===== config.mk =====
export PLATFORM = sky130hd
export DESIGN_NAME = serial_port
export DESIGN_NICKNAME = d
export VERILOG_FILES = /design/src/hw/serial_port_pkg.sv /design/src/hw/serial_port.sv
export SDC_FILE = /design/constraint.sdc
export NUM_CORES = 1
export LEC_CHECK = 0
export BUFFER_PORTS_ARGS = -buffer_cell sky130_fd_sc_hd__buf_2
export CORE_ASPECT_RATIO = 1.75
export CORE_UTILIZATION = 36
export CTS_CLUSTER_DIAMETER = 30
export CTS_CLUSTER_SIZE = 14
export DETAILED_ROUTE_END_ITERATION = 12
export SLEW_MARGIN = 20
export SYNTH_ARGS = -nofsm -noshare
export SYNTH_HDL_FRONTEND = slang
export SYNTH_SLANG_ARGS = --single-unit

===== constraint.sdc =====
create_clock -name clk -period 3.47 [get_ports clk]
set_input_delay 0.694 -clock clk [delete_from_list [all_inputs] [get_ports clk]]
set_output_delay 0.694 -clock clk [all_outputs]
set_load 0.03 [all_outputs]

===== src/hw/serial_port_pkg.sv =====
// Purpose: shared constants for the serial port block
// Assumes: one clock, plain register port with 2-bit word address
// Notes: phase index 0..11 runs state1_phase1 .. state6_phase2

package serial_port_pkg;
   // ***************
   // register map
   // ***************
   localparam logic [1:0] ADDR_CTRL = 2'h0;
   localparam logic [1:0] ADDR_BUF = 2'h1;
   localparam logic [1:0] ADDR_CFG = 2'h2;
   // serial_control_reg fields
   localparam int CTRL_MODE_HI = 7;
   localparam int CTRL_MODE_LO = 6;
   localparam int CTRL_MPE = 5;
   localparam int CTRL_REN = 4;
   localparam int CTRL_TB8 = 3;
   localparam int CTRL_RB8 = 2;
   localparam int CTRL_TI = 1;
   localparam int CTRL_RI = 0;
   localparam logic [7:0] CTRL_RST = 8'h00;
   // configuration fields
   localparam int CFG_SIX = 0;
   localparam int CFG_DBL = 1;
   localparam int CFG_T2 = 2;
   localparam logic [2:0] CFG_RST = 3'h0;
   localparam logic [7:0] BUF_RST = 8'h00;
   // ***************
   // modes
   // ***************
   localparam logic [1:0] MODE_SHIFT = 2'h0;
   localparam logic [1:0] MODE_ASYNC8 = 2'h1;
   localparam logic [1:0] MODE_FIXED9 = 2'h2;
   localparam logic [1:0] MODE_VAR9 = 2'h3;
   // ***************
   // machine cycle and bit timing
   // ***************
   localparam logic [3:0] PH_STATE1_PHASE1 = 4'h0;
   localparam logic [3:0] PH_S3P1 = 4'h4;
   localparam logic [3:0] PH_S5P2 = 4'h9;
   localparam logic [3:0] PH_S6P1 = 4'ha;
   localparam logic [3:0] PH_STATE6_PHASE2 = 4'hb;
   localparam logic [3:0] PH_STEP12 = 4'h1;
   localparam logic [3:0] PH_STEP6 = 4'h2;
   localparam logic [3:0] CNT_ZERO = 4'h0;
   localparam logic [3:0] CNT_LAST = 4'hf;
   localparam logic [3:0] SMP_A = 4'h7;
   localparam logic [3:0] SMP_B = 4'h8;
   localparam logic [3:0] SMP_C = 4'h9;
   localparam logic [2:0] MODE2_PRE = 3'h4;
   // ***************
   // shift register patterns
   // ***************
   localparam logic [7:0] TX_MARK = 8'h01;
   localparam logic [7:0] RX_M0_INIT = 8'hfe;
   localparam logic [8:0] RX_ASYNC_INIT = 9'h1ff;

   typedef enum logic [1:0] {RX_HUNT, RX_RUN, RX_TAIL} rxState_t;
endpackage


===== src/hw/serial_port.sv =====
// Purpose: four-mode serial port (shift register, 8-bit and 9-bit async)
// Assumes: clk is the oscillator; timer overflow pulses come from this clock
// Notes: rxd is a two-way pin split into in/out/enable

`timescale 1ns/10ps
`default_nettype none

// Contract
// - shift mode moves 8 bits LSB first
// - shift mode rate osc/12 or osc/6
// - buffer write loads marker, send follows
// - shift clock low S3-S5, shift at STATE6_PHASE2
// - zeros in, marker ends, flag at STATE1_PHASE1
// - receive starts, loads 11111110 at STATE6_PHASE2
// - clock toggles S3P1/S6P1, sample at S5P2
// - zero at left, final shift, flag set
// - 8-bit frame, stop bit stored
// - fixed 9-bit rate from oscillator divide
// - variable rate from timer 1 or 2
// - async transmit waits for counter rollover
// - start bit, then data, then shifts
// - 8-bit transmit ends at tenth rollover
// - ninth bit loaded, stop inserted, eleventh rollover
// - falling edge starts receive, load 1FFH
// - majority of samples seven, eight, nine
// - nonzero start bit restarts hunting
// - 8-bit accept needs flag clear, stop rule
// - 9-bit accept needs flag clear, ninth rule
// - 9-bit receiver hunts one bit later
// - 9-bit frame, ninth bit stored
// - receive enable only software written
module serial_port
   import serial_port_pkg::*;
(
   input wire logic clk,
   input wire logic rst,
   input wire logic [1:0] addr,
   input wire logic [7:0] wrData,
   input wire logic wrEn,
   input wire logic rdEn,
   output logic [7:0] rdData,
   input wire logic timer1Ovf,
   input wire logic timer2Ovf,
   input wire logic rxdIn,
   output logic rxdOut,
   output logic rxdOe,
   output logic txd
);
   function automatic logic atPhase(input logic [3:0] ph, input logic [3:0] p,
                                    input logic six);
      atPhase = six ? (ph[3:1] == p[3:1]) : (ph == p);
   endfunction

   function automatic logic [7:0] rev8(input logic [7:0] v);
      for (int i = 0; i < 8; i++) begin
         rev8[i] = v[7 - i];
      end
   endfunction

   // ***************
   // registers
   // ***************
   logic [1:0] mode_r;
   logic mpe_r, ren_r, tb8_r, rb8_r, ti_r, ri_r;
   logic six_r, dbl_r, t2sel_r;
   logic [7:0] rxBuf_r, rdData_r;
   logic [3:0] ph_r, ph_nxt;
   logic [2:0] pre_r;
   logic half_r;
   logic rxS1_r, rxS2_r, rxLast_r;
   logic [1:0] smp_r;
   logic m0Smp_r;
   logic [8:0] txShift_r;
   logic txReq_r, txGo_r, send_r, dataOn_r, firstShift_r, txEnd_r;
   logic [3:0] txCnt_r, rxCnt_r;
   logic [8:0] rxShift_r;
   rxState_t rxState_r;
   logic m0Rx_r, m0RxDone_r;
   logic txd_r, rxdOut_r, rxdOe_r;

   // ***************
   // decode and timing
   // ***************
   wire ctrlWr = wrEn && (addr == ADDR_CTRL);
   wire bufWr = wrEn && (addr == ADDR_BUF);
   wire cfgWr = wrEn && (addr == ADDR_CFG);
   wire modeShift = (mode_r == MODE_SHIFT);
   wire mode8 = (mode_r == MODE_ASYNC8);
   wire nine = (mode_r == MODE_FIXED9) || (mode_r == MODE_VAR9);
   // 6-clock operation steps two phases per clock: half the machine cycle
   wire [3:0] phStep = six_r ? PH_STEP6 : PH_STEP12;
   wire [3:0] phSum = ph_r + phStep;
   assign ph_nxt = (phSum > PH_STATE6_PHASE2) ? PH_STATE1_PHASE1 : phSum;
   wire atS1P1 = atPhase(ph_r, PH_STATE1_PHASE1, six_r);
   wire atS5P2 = atPhase(ph_r, PH_S5P2, six_r);
   wire atS6P2 = atPhase(ph_r, PH_STATE6_PHASE2, six_r);
   wire clkLowPh = (ph_r >= PH_S3P1) && (ph_r < PH_S6P1);
   // fixed 9-bit mode: 16x tick every 4, 2 or 1 clocks
   wire [1:0] shAmt = {1'b0, dbl_r} + {1'b0, six_r};
   wire [2:0] m2Period = MODE2_PRE >> shAmt;
   wire preHit = (pre_r == (m2Period - 3'h1));
   // timer 1 overflow is halved unless the baud doubler is set
   wire tmTick = t2sel_r ? timer2Ovf : (timer1Ovf && (dbl_r || half_r));
   wire tick16 = (mode_r == MODE_FIXED9) ? preHit : tmTick;
   wire txRoll = tick16 && (txCnt_r == CNT_LAST) && !modeShift;
   wire fall = tick16 && rxLast_r && !rxS2_r;

   // ***************
   // receive decisions
   // ***************
   wire maj = (smp_r[0] & smp_r[1]) | (smp_r[0] & rxS2_r) | (smp_r[1] & rxS2_r);
   wire bitDone = (rxState_r == RX_RUN) && tick16 && (rxCnt_r == SMP_C);
   wire firstBit = (rxShift_r == RX_ASYNC_INIT);
   wire falseStart = bitDone && firstBit && maj;
   wire rxFinal = bitDone && !firstBit && !rxShift_r[8];
   // same test covers stop bit (8-bit) and ninth bit (9-bit)
   wire rxAccept = rxFinal && !ri_r && (!mpe_r || maj);
   wire hunt = (rxState_r == RX_HUNT) && !modeShift && ren_r && fall;
   wire m0RxStart = modeShift && ren_r && !ri_r && !m0Rx_r && !m0RxDone_r && atS6P2;
   wire m0RxShift = m0Rx_r && !m0RxDone_r && atS6P2;
   wire [7:0] m0RxNext = {rxShift_r[6:0], m0Smp_r};
   wire riSet = rxAccept || (m0RxShift && !rxShift_r[7]);

   // ***************
   // transmit decisions
   // ***************
   wire txMarked = (txShift_r[8:1] == TX_MARK);
   wire m0TxShift = modeShift && send_r && atS6P2;
   wire asShift = !modeShift && send_r && txRoll && dataOn_r;
   wire asDone = asShift && txMarked && (firstShift_r || mode8);
   wire tiSet = (modeShift && txEnd_r && atS1P1) || asDone;
   wire txIns = nine && !firstShift_r;
   wire [8:0] txLoad = {nine ? tb8_r : 1'b1, wrData};

   // ***************
   // software registers
   // ***************
   always_ff @(posedge clk) begin
      if (rst) begin
         {mode_r, mpe_r, ren_r, tb8_r} <= CTRL_RST[7:3];
         {six_r, dbl_r, t2sel_r} <= CFG_RST;
      end else begin
         if (ctrlWr) begin
            mode_r <= wrData[CTRL_MODE_HI:CTRL_MODE_LO];
            mpe_r <= wrData[CTRL_MPE];
            ren_r <= wrData[CTRL_REN];
            tb8_r <= wrData[CTRL_TB8];
         end
         if (cfgWr) begin
            six_r <= wrData[CFG_SIX];
            dbl_r <= wrData[CFG_DBL];
            t2sel_r <= wrData[CFG_T2];
         end
      end
   end

   // hardware set wins over a software clear in the same cycle
   always_ff @(posedge clk) begin
      if (rst) begin
         ti_r <= CTRL_RST[CTRL_TI];
         ri_r <= CTRL_RST[CTRL_RI];
         rb8_r <= CTRL_RST[CTRL_RB8];
      end else begin
         ti_r <= tiSet || (ctrlWr ? wrData[CTRL_TI] : ti_r);
         ri_r <= riSet || (ctrlWr ? wrData[CTRL_RI] : ri_r);
         rb8_r <= rxAccept ? maj : (ctrlWr ? wrData[CTRL_RB8] : rb8_r);
      end
   end

   wire [7:0] ctrlRead = {mode_r, mpe_r, ren_r, tb8_r, rb8_r, ti_r, ri_r};
   wire [7:0] rdNext = !rdEn ? 8'h00 :
                       (addr == ADDR_CTRL) ? ctrlRead :
                       (addr == ADDR_BUF) ? rxBuf_r :
                       (addr == ADDR_CFG) ? {5'h00, t2sel_r, dbl_r, six_r} : 8'h00;

   always_ff @(posedge clk) begin
      if (rst) begin
         rdData_r <= 8'h00;
      end else begin
         rdData_r <= rdNext;
      end
   end

   // ***************
   // timing chain and input sync
   // ***************
   always_ff @(posedge clk) begin
      if (rst) begin
         ph_r <= PH_STATE1_PHASE1;
         pre_r <= 3'h0;
         half_r <= 1'b0;
         rxS1_r <= 1'b1;
         rxS2_r <= 1'b1;
         rxLast_r <= 1'b1;
         m0Smp_r <= 1'b1;
      end else begin
         ph_r <= ph_nxt;
         pre_r <= preHit ? 3'h0 : pre_r + 3'h1;
         half_r <= (timer1Ovf && !t2sel_r) ? !half_r : half_r;
         rxS1_r <= rxdIn;
         rxS2_r <= rxS1_r;
         rxLast_r <= tick16 ? rxS2_r : rxLast_r;
         m0Smp_r <= atS5P2 ? rxS2_r : m0Smp_r;
      end
   end

   // ***************
   // transmitter
   // ***************
   always_ff @(posedge clk) begin
      if (rst) begin
         txShift_r <= 9'h000;
         {txReq_r, txGo_r, send_r, dataOn_r, firstShift_r, txEnd_r} <= 6'h00;
         txCnt_r <= CNT_ZERO;
      end else begin
         txCnt_r <= tick16 ? txCnt_r + 4'h1 : txCnt_r;
         if (bufWr) begin
            txShift_r <= txLoad;
            txReq_r <= 1'b1;
            firstShift_r <= 1'b0;
         end else if (m0TxShift || asShift) begin
            txShift_r <= {txIns, txShift_r[8:1]};
            firstShift_r <= 1'b1;
         end
         if (modeShift) begin
            // up to one machine cycle elapses before send: it waits for the next STATE6_PHASE2
            if (txReq_r && atS6P2 && !send_r && !bufWr) begin
               send_r <= 1'b1;
               txReq_r <= 1'b0;
            end
            if (m0TxShift && txMarked) begin
               txEnd_r <= 1'b1;
            end
            if (txEnd_r && atS1P1) begin
               send_r <= 1'b0;
               txEnd_r <= 1'b0;
            end
         end else begin
            if (txReq_r && txRoll && !bufWr) begin
               txGo_r <= 1'b1;
               txReq_r <= 1'b0;
            end
            if (txGo_r && atS1P1) begin
               send_r <= 1'b1;
               txGo_r <= 1'b0;
            end
            if (send_r && txRoll && !dataOn_r) begin
               dataOn_r <= 1'b1;
            end
            if (asDone) begin
               send_r <= 1'b0;
               dataOn_r <= 1'b0;
            end
         end
      end
   end

   // ***************
   // receiver
   // ***************
   always_ff @(posedge clk) begin
      if (rst) begin
         rxState_r <= RX_HUNT;
         rxCnt_r <= CNT_ZERO;
         rxShift_r <= RX_ASYNC_INIT;
         smp_r <= 2'h3;
         rxBuf_r <= BUF_RST;
         m0Rx_r <= 1'b0;
         m0RxDone_r <= 1'b0;
      end else begin
         if (tick16 && rxCnt_r == SMP_A) begin
            smp_r[0] <= rxS2_r;
         end
         if (tick16 && rxCnt_r == SMP_B) begin
            smp_r[1] <= rxS2_r;
         end
         unique case (rxState_r)
            RX_HUNT: begin
               if (hunt) begin
                  rxCnt_r <= CNT_ZERO;
                  rxShift_r <= RX_ASYNC_INIT;
                  rxState_r <= RX_RUN;
               end
            end
            RX_RUN: begin
               rxCnt_r <= tick16 ? rxCnt_r + 4'h1 : rxCnt_r;
               if (falseStart) begin
                  rxState_r <= RX_HUNT;
               end else if (rxFinal) begin
                  rxState_r <= nine ? RX_TAIL : RX_HUNT;
               end else if (bitDone) begin
                  rxShift_r <= {rxShift_r[7:0], maj};
               end
            end
            RX_TAIL: begin
               rxCnt_r <= tick16 ? rxCnt_r + 4'h1 : rxCnt_r;
               if (bitDone || (tick16 && rxCnt_r == SMP_C)) begin
                  rxState_r <= RX_HUNT;
               end
            end
         endcase
         if (rxAccept) begin
            rxBuf_r <= rev8(rxShift_r[7:0]);
         end
         // shift-mode receiver shares the shift register with async receive
         if (m0RxStart) begin
            rxShift_r[7:0] <= RX_M0_INIT;
            m0Rx_r <= 1'b1;
         end else if (m0RxShift) begin
            rxShift_r[7:0] <= m0RxNext;
            if (!rxShift_r[7]) begin
               rxBuf_r <= rev8(m0RxNext);
               m0RxDone_r <= 1'b1;
            end
         end
         if (m0RxDone_r && atS1P1) begin
            m0Rx_r <= 1'b0;
            m0RxDone_r <= 1'b0;
         end
      end
   end

   // ***************
   // pins
   // ***************
   wire m0Clk = (send_r || m0Rx_r) ? !clkLowPh : 1'b1;
   wire asTx = send_r ? (dataOn_r ? txShift_r[0] : 1'b0) : 1'b1;
   always_ff @(posedge clk) begin
      if (rst) begin
         txd_r <= 1'b1;
         rxdOut_r <= 1'b1;
         rxdOe_r <= 1'b0;
      end else begin
         txd_r <= modeShift ? m0Clk : asTx;
         rxdOut_r <= txShift_r[0];
         rxdOe_r <= modeShift && send_r;
      end
   end

   assign txd = txd_r;
   assign rxdOut = rxdOut_r;
   assign rxdOe = rxdOe_r;
   assign rdData = rdData_r;
endmodule

`default_nettype wire


After elaboration in Yosys (flattened, before gate mapping)

Index checks and enable logic that the tools add are counted.

Reductions and logical operators: 111
Bitwise gates (word level): 9
Add/subtract/negate cells: 6
Muxes and demuxes: 55
Shift-type cells: 1
Magnitude comparators: 3
Equal/unequal tests: 34

Operators by type and width:

| cell                                                             | count |
|---|---|
| 8-bit two-way mux                                                | 7 |
| 9-bit two-way mux                                                | 6 |
| 1-bit logical AND                                                | 53 |
| 1-bit two-way mux                                                | 30 |
| 4-bit == test (second input constant)                            | 5 |
| 9-bit one-hot mux with 2 select lines                            | 1 |
| 1-bit zero test                                                  | 16 |
| 4-bit != test (second input constant)                            | 4 |
| 3-bit != test (second input constant)                            | 5 |
| 5-bit AND reduction                                              | 3 |
| 2-bit OR reduction                                               | 7 |
| 2-bit two-way mux                                                | 6 |
| 2-bit nonzero test                                               | 6 |
| 1-bit logical OR                                                 | 11 |
| 2-bit != test (second input constant)                            | 5 |
| 2-bit AND reduction                                              | 5 |
| 9-bit == test (second input constant)                            | 1 |
| 4-bit by 1-bit adder with 4-bit output (second input constant)   | 2 |
| 2-bit == test (second input constant)                            | 4 |
| 8-bit by 1-bit == test with 1-bit output (second input constant) | 1 |
| 4-bit two-way mux                                                | 2 |
| 4-bit one-hot mux with 2 select lines                            | 1 |
| 2-bit by 1-bit == test with 1-bit output (second input constant) | 3 |
| 3-bit == test (second input constant)                            | 2 |
| other kinds (23)                                                 | 33 |

Flip-flop bits (word level): 80
Logic and storage cells: 258
Output and inout bits: 11
Bits of input ports: 17

Depth between registers and ports, before layout

Depth in word-level cells: 15
Gate-level depth with buffers: 9
Depth with buffers taken out: 8

Least setup slack after synthesis

OpenSTA, ideal clock, no wires.

Kind: reg-to-reg
Start: register six_r
End: register rxState_r[1]
Period minus slack after synthesis: 2.509 ns
Required time: 3.349 ns
Setup slack: 0.961 ns
Buffers on the path: 0
Setup time: 0.121 ns
Arrival: 2.388 ns
Cell stages (with the launch flop): 9
Cell sequence: dfxtp_1 -> inv_1 -> ha_1 -> and3b_1 -> o41ai_2 -> nor3b_4 -> nor2b_1 -> nor3_2 -> mux2_2

Longest elaborated chain between the ends: 11
Elaborated cells on any way between the ends: 22
Classes of those cells: 2 x add/sub; 4 x eq/ne; 1 x shift; 3 x mux; 12 x reduce/logical

RTL lines:

| item                                                                                          | line                                   | RTL |
|---|---|---|
| start: declaration                                                                            | serial_port.sv:65                      | `logic six_r, dbl_r, t2sel_r;` |
| start signal: assignment                                                                      | serial_port.sv:150                     | `six_r <= wrData[CFG_SIX];` |
| 1-bit by 1-bit adder with 2-bit output (*)                                                    | serial_port.sv:99                      | `wire [1:0] shAmt = {1'b0, dbl_r} + {1'b0, six_r};` |
| 3-bit by 2-bit right shift with 3-bit output (*)                                              | serial_port.sv:100                     | `wire [2:0] m2Period = MODE2_PRE >> shAmt;` |
| 3-bit by 1-bit subtractor with 3-bit output (*)                                               | serial_port.sv:101                     | `wire preHit = (pre_r == (m2Period - 3'h1));` |
| 3-bit == test (*)                                                                             | serial_port.sv:101                     |  |
| 1-bit two-way mux (*)                                                                         | serial_port.sv:104                     | `wire tick16 = (mode_r == MODE_FIXED9) ? preHit : tmTick;` |
| 1-bit logical AND (2 in series)                                                               | serial_port.sv:112                     | `wire bitDone = (rxState_r == RX_RUN) && tick16 && (rxCnt_r == SMP_C);` |
| 1-bit logical AND (on tied branches) (2 in series)                                            | serial_port.sv:114, serial_port.sv:115 |  |
| 3-bit != test (no source line) or 2-bit two-way mux (tied branches)                           | --                                     |  |
| 3-bit AND reduction (no source line) or 2-bit one-hot mux with 3 select lines (tied branches) | --                                     |  |
| end signal: assignment                                                                        | serial_port.sv:290                     | `rxState_r <= nine ? RX_TAIL : RX_HUNT;` |
| end: declaration                                                                              | serial_port.sv:77                      | `rxState_t rxState_r;` |

Every way passes the cells marked *; elsewhere a longest branch is shown, timed or not.
A chain may end at the register's enable or synchronous reset.

Worst setup path after layout

Start: register six_r
End: register rxBuf_r[4]

Longest elaborated chain between the ends: 15
Elaborated cells on any way between the ends: 18
Classes of those cells: 2 x add/sub; 1 x eq/ne; 1 x shift; 6 x mux; 8 x reduce/logical

RTL lines:

| item                                         | line               | RTL |
|---|---|---|
| 1-bit by 1-bit adder with 2-bit output       | serial_port.sv:99  |  |
| 3-bit by 2-bit right shift with 3-bit output | serial_port.sv:100 |  |
| 3-bit by 1-bit subtractor with 3-bit output  | serial_port.sv:101 |  |
| 3-bit == test                                | serial_port.sv:101 |  |
| 1-bit two-way mux                            | serial_port.sv:104 |  |
| 1-bit logical AND (2 in series)              | serial_port.sv:112 |  |
| 1-bit logical AND (2 in series)              | serial_port.sv:115 | `wire rxFinal = bitDone && !firstBit && !rxShift_r[8];` |
| 1-bit logical AND (2 in series)              | serial_port.sv:117 | `wire rxAccept = rxFinal && !ri_r && (!mpe_r \|\| maj);` |
| 8-bit two-way mux                            | serial_port.sv:302 | `if (rxAccept) begin` |
| 8-bit two-way mux                            | serial_port.sv:311 | `if (!rxShift_r[7]) begin` |
| 8-bit two-way mux                            | serial_port.sv:309 | `end else if (m0RxShift) begin` |
| 8-bit two-way mux (*)                        | serial_port.sv:306 | `if (m0RxStart) begin` |
| end signal: assignment                       | serial_port.sv:303 | `rxBuf_r <= rev8(rxShift_r[7:0]);` |
| end signal: assignment                       | serial_port.sv:312 | `rxBuf_r <= rev8(m0RxNext);` |
| end: declaration                             | serial_port.sv:66  | `logic [7:0] rxBuf_r, rdData_r;` |

Marked as above.

==> out/qor.yml <==
grt_antenna_before_repair: 0
diodes: 0
hold_buffers: 0
synth_nets: 462
critical_path_class: "register to register"
pwr-share-clk_pct: 41.9
die_area_sq_um: 11400
die_w_um: 81.2
crit_slowest_cell: "dfxtp_1"
min_from: "rxS1_r$_SDFF_PP1_"
initial_utilization_pct: 36.9
leakagePower_uw: 0.00173
fin_tns_setup_ps: 0
cts_tree: "done"
synthCells: 431
power_frac_comb_pct: 12.0
power.density_nw_per_um2: 478
dr.pass1.iters: 4
whs_path_depth: 1
worstMarginPinSlew_ps: 858
hold_viol: 0
crit_fanout: 11
wl_um: 9340
drive_above_1_share_pct: 15.5
ys_async_sr_fraction_pct: 0
overflow: 0
cp-end-kind: "register"
drc: 0
core_sq_um: 10700
grtUsageTotal_pct: 17.6
cts.clk_slew.worst_paths_ps: 60
vias_per_cell: 5.38
port_buffers: 27
post_cts_buffers: 0
fmaxAchievable_mhz: 343
setup_viol: 0
whs_endpoint: "rxS2_r$_SDFF_PP1_"
wire_per_inst_um: 15.9
dpl.hpwl_um: 6950
synth.distinct_cells: 68
ios: 28
cp_cell_sequence: "inv_1 > ha_1 > and3b_1 > o41ai_2 > buf_4 > nor3b_4 > nand4_2 > mux2i_1 > a211oi_1"
path_delay_family: "simple AND/OR/NAND/NOR gates"
cts_buffers: 9
ir_drop_v: 0.000311
slew_headroom_pct: 42.3
cts.htree.levels: 3
avgSynthCellArea_sq_um: 9.16
path_depth: 9
p_sw_uw: 574
synth_ff_type: "dfxtp_1"
cap_viol_max_count: 0
rr_worst_depth: 9
grt_max_degree: 31
synth_seq_cells: 80
p_int_uw: 1570
cts-root-buf: "clkbuf_16"
clk_latency_ps: 340
grt_pass1_vias: 3105
finClkSkew_ps: 4.64
fin_nets: 483
grt_pass1_wl_um: 15300
slowest_delay_ps: 530
cts_max_path_buffers: 2
cts_sinks: 80
status: "finished clean"
start_kind: "register"
rsz0062_at_grt: "false"
gp_congestion: 0.841
crit_required_ps: 3720
drv_slew: 0
reg2reg_slack_ps: 550
ctsResizeCount: 0
via_count: 3158
fillers: 1065
worstPathArrival_ps: 3160
power.total_uw: 2140
area_growth_pct: 13.4
fin_crit_sh_pct: 84.1
p_sw_share_pct: 26.8
holdCritPathClass: "register to register"
row_count: 50
crit_buf_inv: 2
synth_area_sq_um: 3950
drtIter0Drc: 114
synth_edf_count: 0
ant_nets: 0
fin_crit_ps: 2920
power_frac_seq_pct: 46.1
die_h_um: 141
ys_seq_area_share_pct: 40.5
yosys_warnings: 0
reg2reg_to: "rxBuf_r[4]$_SDFF_PP0_"
reg2reg_from: "six_r$_SDFFE_PP0P_"
-- sequential cells by signal, indices dropped and copies added, names as in the netlist, 2 cells and up --
signal,flops
rxCnt_r,4
rxState_r,2
rdData,8
smp_r,2
txCnt_r,4
rxBuf_r,8
ph_r,4
rxShift_r,9
txShift_r,9
pre_r,3
mode_r,2
-- per-stage QoR --
step | instances | cell area (sq um) | setup WS [ps] | utilization, % | hold WS, ps
final | 587 | 4480 | 552 | 41.9 | 412
after global routing | 587 | 4480 | 366 | 41.9 | 432
after CTS | 587 | 4480 | 521 | 41.9 | 415
after detailed placement | 571 | 4200 | 551 | 39.2 | 396
after global placement | 571 | 4200 | 654 | 39.2 | 395
after floorplan | 431 | 3950 | 961 | - | 389
-- per-layer routing --
metal  track usage [%]  up-vias  share of wire, %
met1              18.4     1505                40
met2              32.5       54                54
li1                  -     1577                 -
met4              9.30        0               3.5
met3              2.52       22               2.3
met5                 0        -                 0
-- cells in the mapped netlist (2+ instances only) --
library cell | count | share of area, %
a211oi_1 | 17 | 3.2
a21o_1 | 2 | 0.38
a21oi_1 | 21 | 2.7
a311oi_1 | 2 | 0.44
a31oi_1 | 2 | 0.32
a32o_1 | 2 | 0.51
a32oi_1 | 2 | 0.44
and2_1 | 3 | 0.48
buf_2 | 3 | 0.38
clkbuf_1 | 18 | 1.7
dfxtp_1 | 80 | 41
ha_1 | 13 | 4.1
inv_1 | 10 | 0.95
mux2_2 | 2 | 0.57
mux2i_1 | 43 | 11
nand2_1 | 21 | 2.0
nand2b_1 | 9 | 1.4
nand3_1 | 4 | 0.51
nand3b_1 | 2 | 0.38
nand4_1 | 6 | 0.95
nand4b_1 | 5 | 1.1
nor2_1 | 74 | 7.0
nor2b_1 | 6 | 0.95
nor3_1 | 9 | 1.1
nor3b_1 | 2 | 0.38
nor4_1 | 4 | 0.63
nor4b_1 | 2 | 0.44
o21a_1 | 3 | 0.57
o21ai_0 | 9 | 1.1
o41ai_2 | 2 | 0.82
or2_1 | 2 | 0.32
or2_2 | 5 | 0.79
or4_1 | 4 | 0.76
xnor2_1 | 6 | 1.3
xor2_1 | 3 | 0.67
-- worst reg2reg max path: cells and delay by family (launching register included) --
kind | cells | cell delay, ps
buffers and inverters | 2 | 320
DFF | 1 | 530
AOI/OAI and AO/OA | 2 | 520
muxes | 1 | 220
and+or+nand+nor | 3 | 930
adders and majority gates | 1 | 320
-- power by group through the flow --
stage	registers, uW	clock network (uW)	logic [uW]
after global routing	992	953	284
after floorplan	994	0	198
final	987	897	257
after CTS	987	912	258
after global placement	1010	0	250
after detailed placement	1010	0	258
-- how the worst max path moves through the flow --
stage,startpoint,to,slack (ps)
finish,six_r$_SDFFE_PP0P_,rxBuf_r[4]$_SDFF_PP0_,550
global route,six_r$_SDFFE_PP0P_,rxBuf_r[7]$_SDFF_PP0_,370
CTS,six_r$_SDFFE_PP0P_,rxBuf_r[4]$_SDFF_PP0_,520
detailed placement,six_r$_SDFFE_PP0P_,rxBuf_r[4]$_SDFF_PP0_,550
global placement,six_r$_SDFFE_PP0P_,rxBuf_r[5]$_SDFF_PP0_,650
floorplan,six_r$_SDFFE_PP0P_,rxState_r[1]$_SDFFE_PP0P_,960
-- cell families (layout without fill, tap and decap cells) --
group	count (synthesis)	count (layout)	share of synthesized area, %
xor+xnor	9	9	2.00
mux	46	46	11.8
compound gates	77	77	14.8
fa+ha+maj	14	14	4.62
flops	80	80	40.5
buf+inv	34	60	3.61
simple gates	171	171	22.6
-- layout by cell type, fill, tap and decap left out, types with 5 or more instances in the layout --
cell	n
a21oi_1	21
dfxtp_1	80
mux2i_1	43
nor2_1	74
ha_1	13
nor2b_1	6
nand4b_1	5
nor3_1	9
nand4_1	6
clkbuf_16	9
xnor2_1	6
a211oi_1	17
buf_4	7
or2_2	5
nand2b_1	9
nand2_1	21
buf_2	27
inv_1	10
o21ai_0	9
-- final cells by class --
cell class,count,area (sq um),share of cell area [%]
Clock inverter,5,41.3,0.922
Multi-Input combinational cell,317,2210,49.2
Inverter,10,37.5,0.838
Timing Repair Buffer,34,188,4.19
Clock buffer,11,243,5.42
Sequential cell,80,1600,35.8
Tap cell,130,163,3.63
(Power assumes the default switching activity.)
